**src/shared/ecpm_pkg.sv**
```systemverilog
package ecpm_pkg;
  // Register byte addresses on the plain register port
  localparam logic [10:0] ADDR_DATA   = 11'h000; // Data latch, address/RLE entry in ECP
  localparam logic [10:0] ADDR_STATUS = 11'h001; // Peripheral status lines
  localparam logic [10:0] ADDR_CTRL   = 11'h002; // Control lines and direction
  localparam logic [10:0] ADDR_FIFO   = 11'h400; // Queue port, capability A in config mode
  localparam logic [10:0] ADDR_CAPB   = 11'h401; // Capability B in config mode
  localparam logic [10:0] ADDR_ECR    = 11'h402; // Extended port control
  localparam logic [10:0] ADDR_LEVEL  = 11'h403; // Queue level setting and EPP option
  // Extended control field positions
  localparam int ECR_MODE_HI   = 7;
  localparam int ECR_MODE_LO   = 5;
  localparam int ECR_FAULT_DIS = 4;
  localparam int ECR_DMA_EN    = 3;
  localparam int ECR_SVC       = 2;
  localparam int ECR_FULL      = 1;
  localparam int ECR_EMPTY     = 0;
  // Control register field positions
  localparam int CTL_STROBE    = 0;
  localparam int CTL_AUTOFD    = 1;
  localparam int CTL_INIT      = 2;
  localparam int CTL_SELIN     = 3;
  localparam int CTL_ACKINT    = 4;
  localparam int CTL_DIR       = 5;
  // Level register field positions
  localparam int LVL_HI        = 3;
  localparam int LVL_EPP       = 4;
  // Reset values
  localparam logic       SVC_RESET  = 1'b1;
  localparam logic [7:0] BYTE_ZERO  = 8'h00;
  localparam logic [7:0] CAPA_VALUE = 8'h10; // Byte-wide implementation
  // Queue shape
  localparam int         FIFO_AW    = 4;
  localparam logic [4:0] FIFO_DEPTH = 5'h10;
  localparam logic [4:0] LEVEL_ONE  = 5'h01;
  // Port modes
  typedef enum logic [2:0] {
    MODE_SPP    = 3'b000,
    MODE_PS2    = 3'b001,
    MODE_FIFO   = 3'b010,
    MODE_ECP    = 3'b011,
    MODE_EPP    = 3'b100,
    MODE_RSVD   = 3'b101,
    MODE_TEST   = 3'b110,
    MODE_CONFIG = 3'b111
  } ecpm_mode_type;
  // Compatibility strobe width
  localparam int CLK_MHZ    = 250;
  localparam int STROBE_NS  = 500;
  localparam int STROBE_CYC = (STROBE_NS * CLK_MHZ + 999) / 1000;
endpackage

```
**src/logic/ecpm_fifo.sv**
```systemverilog
`timescale 1ns/100ps
module ecpm_fifo
  import ecpm_pkg::*;
(
  // Clock and reset
  input  wire logic       clk,
  input  wire logic       srst,
  input  wire logic       flush,
  // Write side, bit 8 tags a command byte
  input  wire logic       push,
  input  wire logic [8:0] pushData,
  // Read side
  input  wire logic       pop,
  output logic      [8:0] headData,
  // Fill state
  output logic            full,
  output logic            empty,
  output logic      [4:0] count
);
  logic [8:0]         mem [0:(1 << FIFO_AW) - 1]; // Byte store
  logic [FIFO_AW-1:0] wrPtr_r;                    // Next slot to fill
  logic [FIFO_AW-1:0] rdPtr_r;                    // Head slot
  logic [4:0]         count_r;                    // Bytes held
  logic               doPush;
  logic               doPop;

  // Full push and empty pop are dropped, nothing stalls
  assign doPush   = push & ~full;
  assign doPop    = pop & ~empty;
  assign full     = (count_r == FIFO_DEPTH);
  assign empty    = (count_r == 5'h00);
  assign count    = count_r;
  assign headData = mem[rdPtr_r];

  // Storage
  always_ff @(posedge clk) begin
    if (doPush) begin
      mem[wrPtr_r] <= pushData;
    end
  end

  // Pointers and fill count, flush empties at once
  always_ff @(posedge clk) begin
    if (srst || flush) begin
      wrPtr_r <= '0;
      rdPtr_r <= '0;
      count_r <= 5'h00;
    end else begin
      if (doPush) wrPtr_r <= wrPtr_r + 1'b1;
      if (doPop) rdPtr_r <= rdPtr_r + 1'b1;
      if (doPush && !doPop) count_r <= count_r + 5'h01;
      else if (doPop && !doPush) count_r <= count_r - 5'h01;
    end
  end
endmodule

```
**src/logic/ecpm_link.sv**
```systemverilog
`timescale 1ns/100ps
module ecpm_link
  import ecpm_pkg::*;
(
  // Clock and reset
  input  wire logic       clk,
  input  wire logic       srst,
  // Run selects from the mode logic
  input  wire logic       fwdRun,
  input  wire logic       compat,
  input  wire logic       revRun,
  // Queue head and fill
  input  wire logic [8:0] headData,
  input  wire logic       headValid,
  input  wire logic       queueFull,
  // Peripheral lines
  input  wire logic       busyIn,
  input  wire logic       ackInN,
  input  wire logic [7:0] pdIn,
  // Host lines and queue strobes
  output logic      [7:0] pdOut,
  output logic            strobeN,
  output logic            autoFdN,
  output logic            popPulse,
  output logic            pushPulse,
  output logic      [7:0] pushData
);
  typedef enum logic [2:0] {
    LK_IDLE = 3'b000,
    LK_FSET = 3'b001,
    LK_FSTB = 3'b010,
    LK_FREL = 3'b011,
    LK_RWAIT = 3'b100,
    LK_RACK = 3'b101
  } ecpm_link_type;
  ecpm_link_type state_r;     // Handshake phase
  logic [7:0]    strobeCnt_r; // Compatibility strobe timer
  logic          cmdByte_r;   // Received byte was a command

  // One handshake engine; leaving the mode drops every line at once
  always_ff @(posedge clk) begin
    if (srst || !(fwdRun || revRun)) begin
      state_r     <= LK_IDLE;
      strobeN     <= 1'b1;
      autoFdN     <= 1'b1;
      popPulse    <= 1'b0;
      pushPulse   <= 1'b0;
      pdOut       <= BYTE_ZERO;
      pushData    <= BYTE_ZERO;
      strobeCnt_r <= 8'h00;
      cmdByte_r   <= 1'b0;
    end else begin
      popPulse  <= 1'b0;
      pushPulse <= 1'b0;
      case (state_r)
        // Start forward send or reverse wait
        LK_IDLE: begin
          if (fwdRun && headValid && !popPulse) begin
            pdOut   <= headData[7:0];
            autoFdN <= compat | ~headData[8];
            state_r <= LK_FSET;
          end else if (revRun) begin
            autoFdN <= 1'b0;
            state_r <= LK_RWAIT;
          end
        end
        // Data set up, compatibility waits for not busy
        LK_FSET: if (!compat || !busyIn) begin
          strobeN     <= 1'b0;
          strobeCnt_r <= 8'(STROBE_CYC);
          state_r     <= LK_FSTB;
        end
        // Strobe low until timer or peripheral busy
        LK_FSTB: begin
          if (strobeCnt_r != 8'h00) strobeCnt_r <= strobeCnt_r - 8'h01;
          if (compat ? (strobeCnt_r == 8'h00) : busyIn) begin
            strobeN <= 1'b1;
            state_r <= LK_FREL;
          end
        end
        // Peripheral released in ECP, no wait in compatibility; byte leaves the queue
        LK_FREL: if (compat || !busyIn) begin
          popPulse <= 1'b1;
          autoFdN  <= 1'b1;
          state_r  <= LK_IDLE;
        end
        // Ready for a byte while room remains
        LK_RWAIT: if (!ackInN && !queueFull) begin
          pushData  <= pdIn;
          cmdByte_r <= ~busyIn;
          autoFdN   <= 1'b1;
          state_r   <= LK_RACK;
        end
        // Peripheral clock back high, keep data bytes only
        LK_RACK: if (ackInN) begin
          pushPulse <= ~cmdByte_r;
          autoFdN   <= 1'b0;
          state_r   <= LK_RWAIT;
        end
        default: state_r <= LK_IDLE;
      endcase
    end
  end
endmodule

```
**src/logic/ecpm_port_mode_control.sv**
```systemverilog
`timescale 1ns/100ps
module ecpm_port_mode_control
  import ecpm_pkg::*;
(
  // Clock and reset
  input  wire logic        clk,
  input  wire logic        srst,
  // Register port
  input  wire logic [10:0] regAddr,
  input  wire logic [7:0]  regWrData,
  input  wire logic        regWrEn,
  input  wire logic        regRdEn,
  output logic      [7:0]  regRdData,
  // DMA channel
  input  wire logic        dmaAck,
  input  wire logic        dmaTc,
  output logic             dmaReq,
  // Interrupt pulses
  output logic             faultIrq,
  output logic             serviceIrq,
  // Peripheral inputs
  input  wire logic        faultN,
  input  wire logic        busyIn,
  input  wire logic        ackInN,
  input  wire logic        selectIn,
  input  wire logic        paperErr,
  // Data lines
  input  wire logic [7:0]  pdIn,
  output logic      [7:0]  pdOut,
  output logic             pdOe,
  // Control lines: strobe, autofeed, init, select-in
  output logic      [3:0]  ctlOutN,
  output logic      [3:0]  ctlOe,
  // EPP mode active
  output logic             eppActive
);
  // Control state
  ecpm_mode_type mode_r;      // Port mode
  logic          faultDis_r;  // Fault interrupt disable
  logic          dma_transfer_enable_r;     // DMA enable
  logic          svc_r;       // Service interrupt mask
  logic          svc_nxt;
  logic [7:0]    dataReg_r;   // Data latch
  logic [5:0]    ctl_r;       // Control bits and direction
  logic [3:0]    level_r;     // Queue level setting
  logic          eppOpt_r;    // EPP option
  logic          faultPrev_r; // Fault line one cycle back
  logic [7:0]    rdNxt;
  logic [3:0]    ctlVal;
  // Queue and link wiring
  logic          qPush, qPop, qFull, qEmpty, swPush, swPop;
  logic [8:0]    qPushData, qHead;
  logic [4:0]    qCount, threshold;
  logic          linkPop, linkPush, linkStrobeN, linkAutoFdN;
  logic [7:0]    linkPd, linkPushData;
  logic          fwdRun, revRun, svcCond, faultEv, dir;
  // Access decode
  logic          wrEcr, wrCtl, wrData, wrLevel, fifoSel;

  // Mode allowed from the present one
  function automatic logic legalSwitch(input ecpm_mode_type cur, input ecpm_mode_type nxt);
    legalSwitch = (cur == MODE_SPP) || (cur == MODE_PS2) ||
                  (nxt == MODE_SPP) || (nxt == MODE_PS2);
  endfunction

  // Modes that move bytes through the queue
  function automatic logic queueMode(input ecpm_mode_type m);
    queueMode = (m == MODE_FIFO) || (m == MODE_ECP) || (m == MODE_TEST);
  endfunction

  assign dir     = ctl_r[CTL_DIR];
  assign wrEcr   = regWrEn && (regAddr == ADDR_ECR);
  assign wrCtl   = regWrEn && (regAddr == ADDR_CTRL);
  assign wrData  = regWrEn && (regAddr == ADDR_DATA);
  assign wrLevel = regWrEn && (regAddr == ADDR_LEVEL);
  assign fifoSel = dmaAck || ((regAddr == ADDR_FIFO) && (mode_r != MODE_CONFIG));

  // Link runs in 010 forward and in ECP either way
  assign fwdRun = (mode_r == MODE_FIFO && !dir) || (mode_r == MODE_ECP && !dir);
  assign revRun = (mode_r == MODE_ECP) && dir;

  // Software and DMA into the queue; address/RLE only forward
  assign swPush = regWrEn && ((fifoSel && (mode_r == MODE_FIFO || mode_r == MODE_TEST
                  || (mode_r == MODE_ECP && !dir)))
                  || (regAddr == ADDR_DATA && mode_r == MODE_ECP && !dir));
  assign swPop  = regRdEn && fifoSel && (revRun || mode_r == MODE_TEST);
  assign qPush  = swPush || linkPush;
  assign qPop   = swPop || linkPop;
  // Bit 8 tags an address/RLE byte written at the data address
  assign qPushData = linkPush ? {1'b0, linkPushData}
                   : {(regAddr == ADDR_DATA) && !dmaAck, regWrData};

  // Queue held empty in 000 and 001; reverse handshake waits while the queue is full
  ecpm_fifo u_fifo (
    .clk      (clk),
    .srst     (srst),
    .flush    ((mode_r == MODE_SPP) || (mode_r == MODE_PS2)),
    .push     (qPush),
    .pushData (qPushData),
    .pop      (qPop),
    .headData (qHead),
    .full     (qFull),
    .empty    (qEmpty),
    .count    (qCount)
  );

  // Automatic handshake engine
  ecpm_link u_link (
    .clk       (clk),
    .srst      (srst),
    .fwdRun    (fwdRun),
    .compat    (mode_r == MODE_FIFO),
    .revRun    (revRun),
    .headData  (qHead),
    .headValid (!qEmpty),
    .queueFull (qFull),
    .busyIn    (busyIn),
    .ackInN    (ackInN),
    .pdIn      (pdIn),
    .pdOut     (linkPd),
    .strobeN   (linkStrobeN),
    .autoFdN   (linkAutoFdN),
    .popPulse  (linkPop),
    .pushPulse (linkPush),
    .pushData  (linkPushData)
  );

  // Effective threshold is setting plus one
  assign threshold = {1'b0, level_r} + LEVEL_ONE;

  // Service condition for the three cases, only in queue modes
  always_comb begin
    svcCond = 1'b0;
    if (queueMode(mode_r)) begin
      if (dma_transfer_enable_r) svcCond = dmaTc;
      else if (!dir) svcCond = (FIFO_DEPTH - qCount) >= threshold;
      else svcCond = qCount >= (FIFO_DEPTH - threshold);
    end
  end

  // Set wins over a software clear; writing 1 only masks
  assign svc_nxt = svcCond || (wrEcr ? regWrData[ECR_SVC] : svc_r);

  // Fault edge, or disable cleared while fault is low
  assign faultEv = (mode_r == MODE_ECP) && !faultN &&
                   ((!faultDis_r && faultPrev_r) ||
                    (wrEcr && faultDis_r && !regWrData[ECR_FAULT_DIS]));

  // Mode field, legal switches only
  always_ff @(posedge clk) begin
    if (srst) begin
      mode_r <= MODE_SPP;
    end else if (wrEcr && legalSwitch(mode_r,
                 ecpm_mode_type'(regWrData[ECR_MODE_HI:ECR_MODE_LO]))) begin
      mode_r <= ecpm_mode_type'(regWrData[ECR_MODE_HI:ECR_MODE_LO]);
    end
  end

  // Extended control enables
  always_ff @(posedge clk) begin
    if (srst) begin
      faultDis_r <= 1'b0;
      dma_transfer_enable_r    <= 1'b0;
      svc_r      <= SVC_RESET;
    end else begin
      svc_r <= svc_nxt;
      if (wrEcr) begin
        faultDis_r <= regWrData[ECR_FAULT_DIS];
        dma_transfer_enable_r    <= regWrData[ECR_DMA_EN];
      end
    end
  end

  // Data latch and control bits; direction moves only in 001
  always_ff @(posedge clk) begin
    if (srst) begin
      dataReg_r <= BYTE_ZERO;
      ctl_r     <= 6'h00;
    end else begin
      if (wrData && mode_r != MODE_ECP) dataReg_r <= regWrData;
      if (wrCtl) begin
        ctl_r[CTL_ACKINT:CTL_STROBE] <= regWrData[CTL_ACKINT:CTL_STROBE];
        if (mode_r == MODE_PS2) ctl_r[CTL_DIR] <= regWrData[CTL_DIR];
      end
    end
  end

  // Queue level and EPP option
  always_ff @(posedge clk) begin
    if (srst) begin
      level_r  <= 4'h0;
      eppOpt_r <= 1'b0;
    end else if (wrLevel) begin
      level_r  <= regWrData[LVL_HI:0];
      eppOpt_r <= regWrData[LVL_EPP];
    end
  end

  // Interrupt pulses and DMA request
  always_ff @(posedge clk) begin
    if (srst) begin
      faultPrev_r <= 1'b1;
      faultIrq    <= 1'b0;
      serviceIrq  <= 1'b0;
      dmaReq      <= 1'b0;
      eppActive   <= 1'b0;
    end else begin
      faultPrev_r <= faultN;
      faultIrq    <= faultEv;
      serviceIrq  <= svcCond && !svc_r;
      dmaReq      <= dma_transfer_enable_r && !svc_r && queueMode(mode_r) &&
                     (dir ? !qEmpty : !qFull);
      eppActive   <= (mode_r == MODE_EPP) && eppOpt_r;
    end
  end

  // Read mux
  always_comb begin
    rdNxt = BYTE_ZERO;
    case (regAddr)
      ADDR_DATA:   rdNxt = (mode_r == MODE_PS2) ? pdIn : dataReg_r;
      ADDR_STATUS: rdNxt = {~busyIn, ackInN, paperErr, selectIn, faultN, 3'b000};
      ADDR_CTRL:   rdNxt = {2'b00, ctl_r};
      ADDR_FIFO:   rdNxt = (mode_r == MODE_CONFIG) ? CAPA_VALUE : qHead[7:0];
      ADDR_CAPB:   rdNxt = (mode_r == MODE_CONFIG) ? {1'b0, faultIrq | serviceIrq, 6'h00}
                                                   : BYTE_ZERO;
      ADDR_ECR:    rdNxt = {mode_r, faultDis_r, dma_transfer_enable_r, svc_r, qFull, qEmpty};
      ADDR_LEVEL:  rdNxt = {3'b000, eppOpt_r, level_r};
      default:     rdNxt = BYTE_ZERO;
    endcase
  end

  // Read data stands in the cycle after the strobe only
  always_ff @(posedge clk) begin
    if (srst) regRdData <= BYTE_ZERO;
    else regRdData <= regRdEn ? (dmaAck ? qHead[7:0] : rdNxt) : BYTE_ZERO;
  end

  // Control line levels: link owns strobe and autofeed in 010 forward and in 011
  always_comb begin
    ctlVal[0] = (fwdRun || revRun) ? linkStrobeN : ~ctl_r[CTL_STROBE];
    ctlVal[1] = (fwdRun || revRun) ? linkAutoFdN : ~ctl_r[CTL_AUTOFD];
    ctlVal[2] = ctl_r[CTL_INIT];
    ctlVal[3] = ~ctl_r[CTL_SELIN];
  end

  // Data lines; direction ignored in 000
  always_ff @(posedge clk) begin
    if (srst) begin
      pdOut <= BYTE_ZERO;
      pdOe  <= 1'b1;
    end else begin
      pdOut <= fwdRun ? linkPd : dataReg_r;
      pdOe  <= !((mode_r == MODE_PS2 || mode_r == MODE_ECP) && dir);
    end
  end

  // Control drivers: open-collector in 000, push-pull otherwise
  for (genvar i = 0; i < 4; i++) begin : g_ctl
    always_ff @(posedge clk) begin
      if (srst) begin
        ctlOutN[i] <= 1'b1;
        ctlOe[i]   <= 1'b0;
      end else begin
        ctlOutN[i] <= ctlVal[i];
        ctlOe[i]   <= (mode_r == MODE_SPP) ? !ctlVal[i] : 1'b1;
      end
    end
  end
endmodule

```
**config.mk**
```make
export PLATFORM = sky130hd
export DESIGN_NAME = ecpm_port_mode_control
export DESIGN_NICKNAME = d
export VERILOG_FILES = /design/src/shared/ecpm_pkg.sv /design/src/logic/ecpm_fifo.sv /design/src/logic/ecpm_link.sv /design/src/logic/ecpm_port_mode_control.sv
export SDC_FILE = /design/constraint.sdc
export NUM_CORES = 1
export LEC_CHECK = 0
export BUFFER_PORTS_ARGS = -buffer_cell sky130_fd_sc_hd__clkbuf_2
export CORE_MARGIN = 3
export CORE_UTILIZATION = 45
export CTS_CLUSTER_SIZE = 16
export DETAILED_ROUTE_END_ITERATION = 6
export HOLD_SLACK_MARGIN = 0.12
export MAX_ROUTING_LAYER = met4
export SETUP_SLACK_MARGIN = 0.15
export SYNTH_ARGS = -nofsm -noshare
export SYNTH_HDL_FRONTEND = slang
export SYNTH_HIERARCHICAL = 1
export SYNTH_SLANG_ARGS = --single-unit
```
**constraint.sdc**
```tcl
create_clock -name clk -period 3.42 [get_ports clk]
set_clock_uncertainty 0.2 [all_clocks]
set_input_delay 0.684 -clock clk [delete_from_list [all_inputs] [get_ports clk]]
set_output_delay 0.684 -clock clk [all_outputs]
set_load 0.01 [all_outputs]
```
==> flow_metrics.env <==
export IMPL_finalWorstSetupSlack_ns=0.355
export IMPL_ys_seq_area_share_pct=58.5
export IMPL_end_kind="flip-flop"
export IMPL_drtIter0Drc=562
export IMPL_start_util_pct=46.2
export IMPL_firstDrtPassIters=5
export IMPL_hpwl_mm=18.4
export IMPL_h_tree_depth=1
export IMPL_drc=0
export IMPL_antenna_left=0
export IMPL_synth_largest_area_cell="edfxtp_1"
export IMPL_cp_slowest_cell="dfxtp_1"
export IMPL_fillerInstances=2034
export IMPL_fp_row_count=56
export IMPL_syn_area_um2=11000
export IMPL_syn_num_nets=927
export IMPL_slowest_delay_ns=0.50
export IMPL_coreArea_um2=23700
export IMPL_arrival_ns=3.35
export IMPL_synth_seq_cells=248
export IMPL_yosys_top_cells_area="edfxtp_1 39%, dfxtp_1 19%, mux4_2 7.4%, mux2i_1 4.9%, nor2_1 3.3%"
export IMPL_grt_max_degree=30
export IMPL_placed_cells_incl_taps=1257
export IMPL_dieWidth_um=162
export IMPL_clk_path_buf_depth=3
export IMPL_final_nets=1026
export IMPL_netlist_instances=867
export IMPL_finalWirelength_mm=25.8
export IMPL_async_flop_share_pct=0
export IMPL_gr_usage_all_layers_pct=20.1
export IMPL_ir_drop_mv=0.403
export IMPL_cts_root_buf="clkbuf_16"
export IMPL_worst_pin_slew_ns=1.23
export IMPL_timing_reg2reg_setup_slack_ns=0.35
export IMPL_cts_sinks=248
export IMPL_worstPathRequired_ns=3.70
export IMPL_rsz0062_at_grt="no"
export IMPL_clock_latency_ns=0.53
export IMPL_crit_type="flip-flop to flip-flop"
export IMPL_ys_types=72
export IMPL_period_share_pct=89.6
export IMPL_cts_tree="yes"
export IMPL_place_area_um2=12000
export IMPL_synth_edf_count=144
export IMPL_min_path_type="input port to flip-flop"
export IMPL_path_buf_inv=1
export IMPL_diodes=0
export IMPL_hold_violations=0
export IMPL_maxCapViolCount=0
export IMPL_multi_input_area_um2=4320
export IMPL_grt_pass1_vias=7100
export IMPL_design_area_um2=13000
export IMPL_slew_headroom_pct=17.5
export IMPL_syn_to_final_growth_pct=18.4
export IMPL_cpLargestDelayFamily="compound AO/OA/AOI/OAI gates"
export IMPL_gp_congestion=0.887
export IMPL_max_freq_mhz=326
export IMPL_ff_latch_area_um2=6410
export IMPL_routedWlPerCell_um=19.7
export IMPL_ys_flop_type="edfxtp_1"
export IMPL_cts_buffers=26
export IMPL_dieArea_um2=26200
export IMPL_antenna_found_initial=0
export IMPL_final_layout_size_suffix_gt1_share_pct=25.6
export IMPL_p_per_area_nw_per_um2=500
export IMPL_dp_worst_setup_slack_ns=-0.0317
export IMPL_critPathLaunchType="flip-flop"
export IMPL_grt_first_pass_wirelength_mm=40.5
export IMPL_power_w=0.00648
export IMPL_crit_top_cell="ha_4"
export IMPL_outcome="complete, no violations"
export IMPL_port_buffers=66
export IMPL_layout_cells_non_filler=1305
export IMPL_syn_area_per_cell_um2=12.6
export IMPL_worstPathCellList="nor2b_1 -> nand2_1 -> nor3_1 -> o2111ai_1 -> nand2b_1 -> o21a_1 -> ha_4 -> inv_6 -> ha_4 -> nand3_2 -> a211o_1 -> a211oi_2 -> a31o_2"
export IMPL_setup_viol=0
export IMPL_overflow=0
export IMPL_synth_top_cell_area_share_pct=39.5
export IMPL_postCtsSetupRepairBufs=0
export IMPL_leakage_nw=4.71
export IMPL_ios=67
export IMPL_drv_slew=0
export IMPL_final_cell_mix="144 x edfxtp_1, 103 x dfxtp_1, 95 x nor2_1, 66 x clkbuf_2, 58 x nand2_1"
export IMPL_avgViaCountPerCell=5.53
export IMPL_crit_fanout=8
export IMPL_layout_commonest_cell="edfxtp_1"
export IMPL_die_h_um=162
export IMPL_yosysWarnings=6
export IMPL_path_clk_slew_ns=0.06
export IMPL_period_needed_ns=3.07
export IMPL_num_vias=7215
==> Yosys cell counts (3+ instances only) <==
cell type / count
a211o_1: 4
a211oi_1: 4
a21o_1: 3
a21oi_1: 30
a221oi_1: 3
a22oi_1: 19
a2bb2oi_1: 3
a31o_2: 3
a31oi_1: 8
and2_1: 3
and3_1: 8
buf_1: 3
buf_2: 10
buf_4: 4
buf_6: 3
clkbuf_1: 30
dfxtp_1: 104
edfxtp_1: 144
ha_1: 21
inv_1: 20
mux2_2: 10
mux2i_1: 54
mux4_2: 36
nand2_1: 58
nand2b_1: 9
nand3_1: 23
nand3b_1: 3
nor2_1: 95
nor2b_1: 11
nor3_1: 19
nor3b_1: 5
nor4_1: 7
o2111ai_1: 3
o211ai_1: 5
o21ai_0: 24
o21ai_1: 3
o22ai_1: 4
o32ai_1: 3
or2_2: 6
or3_1: 3
or4_1: 3
xnor2_1: 9
xor2_1: 12
==> where the power goes <==
group / internal [W] / switching [W]
Combinational: 0.0000448 / 0.0000930
Sequential: 0.00315 / 0.00000102
Clock: 0.00202 / 0.00117
==> stage by stage <==
step                      hold slack (ns)  TNS (ns)  utilization [%]
after detailed placement            0.231   -0.0475             50.6
final                               0.194         0             54.8
after global routing                0.195         0             54.8
after CTS                           0.178         0             54.7
after floorplan                     0.199         0                -
after global placement              0.236         0             50.6
==> repair_timing <==
| item | CTS | global route |
|---|---|---|
| resized for setup | 0 | 1 |
| hold buffers | 0 | 0 |
| setup endpoints to repair | 0 | 2 |
==> cell families (layout without fill, tap and decap cells) <==
family                     count (synthesis)  count (layout)  synth area share [%]
AOI/OAI and AO/OA                        133             133                  8.22
xor gates and xnor gates                  21              21                  1.68
adders and majority gates                 22              22                  2.58
buffers and inverters                     70             189                  2.86
DFF                                      248             248                  58.5
muxes                                    100             100                  13.4
and+or+nand+nor                          273             273                  12.8
==> cell type report <==
cell class / count / area share (%)
flip-flops and latches: 248 / 49.4
clock buffers: 29 / 5.18
repair buffers: 121 / 6.02
multi-input cells: 549 / 33.3
inverters: 20 / 0.618
well taps: 319 / 3.08
clock inverters: 19 / 2.35
==> flip-flops by register name (all words and copies together), names as in the netlist, 5 cells and up, named ones only <==
| signal | count |
|---|---|
| u_link/strobeCnt_r | 8 |
| u_link/pushData | 8 |
| ctl_r | 6 |
| pdOut | 8 |
| u_link/pdOut | 8 |
| regRdData | 8 |
| u_fifo/count | 5 |
| u_fifo/mem | 144 |
| dataReg_r | 8 |
==> metal layers <==
metal  GRT usage (%)  part of all wire [%]  vias to the layer above
met5               -                     0                        -
met4            5.93                   3.3                        0
met1            27.9                    46                     3491
li1                -                     -                     3444
met2            31.0                    45                      220
met3            2.98                   5.8                       60
==> worst paths after layout <==
check                    startpoint                            to  depth (start not counted)
min reg2reg   ctl_r[3]$_SDFFE_PP0P_         ctlOutN[3]$_SDFF_PP1_                          1
max reg2reg  mode_r[1]$_SDFFE_PP0P_  u_fifo/count[4]$_SDFFE_PP0P_                         13
max          mode_r[1]$_SDFFE_PP0P_  u_fifo/count[4]$_SDFFE_PP0P_                         13
min                          faultN        faultPrev_r$_SDFF_PP1_                          2
Power figures use the tool's default switching activity.
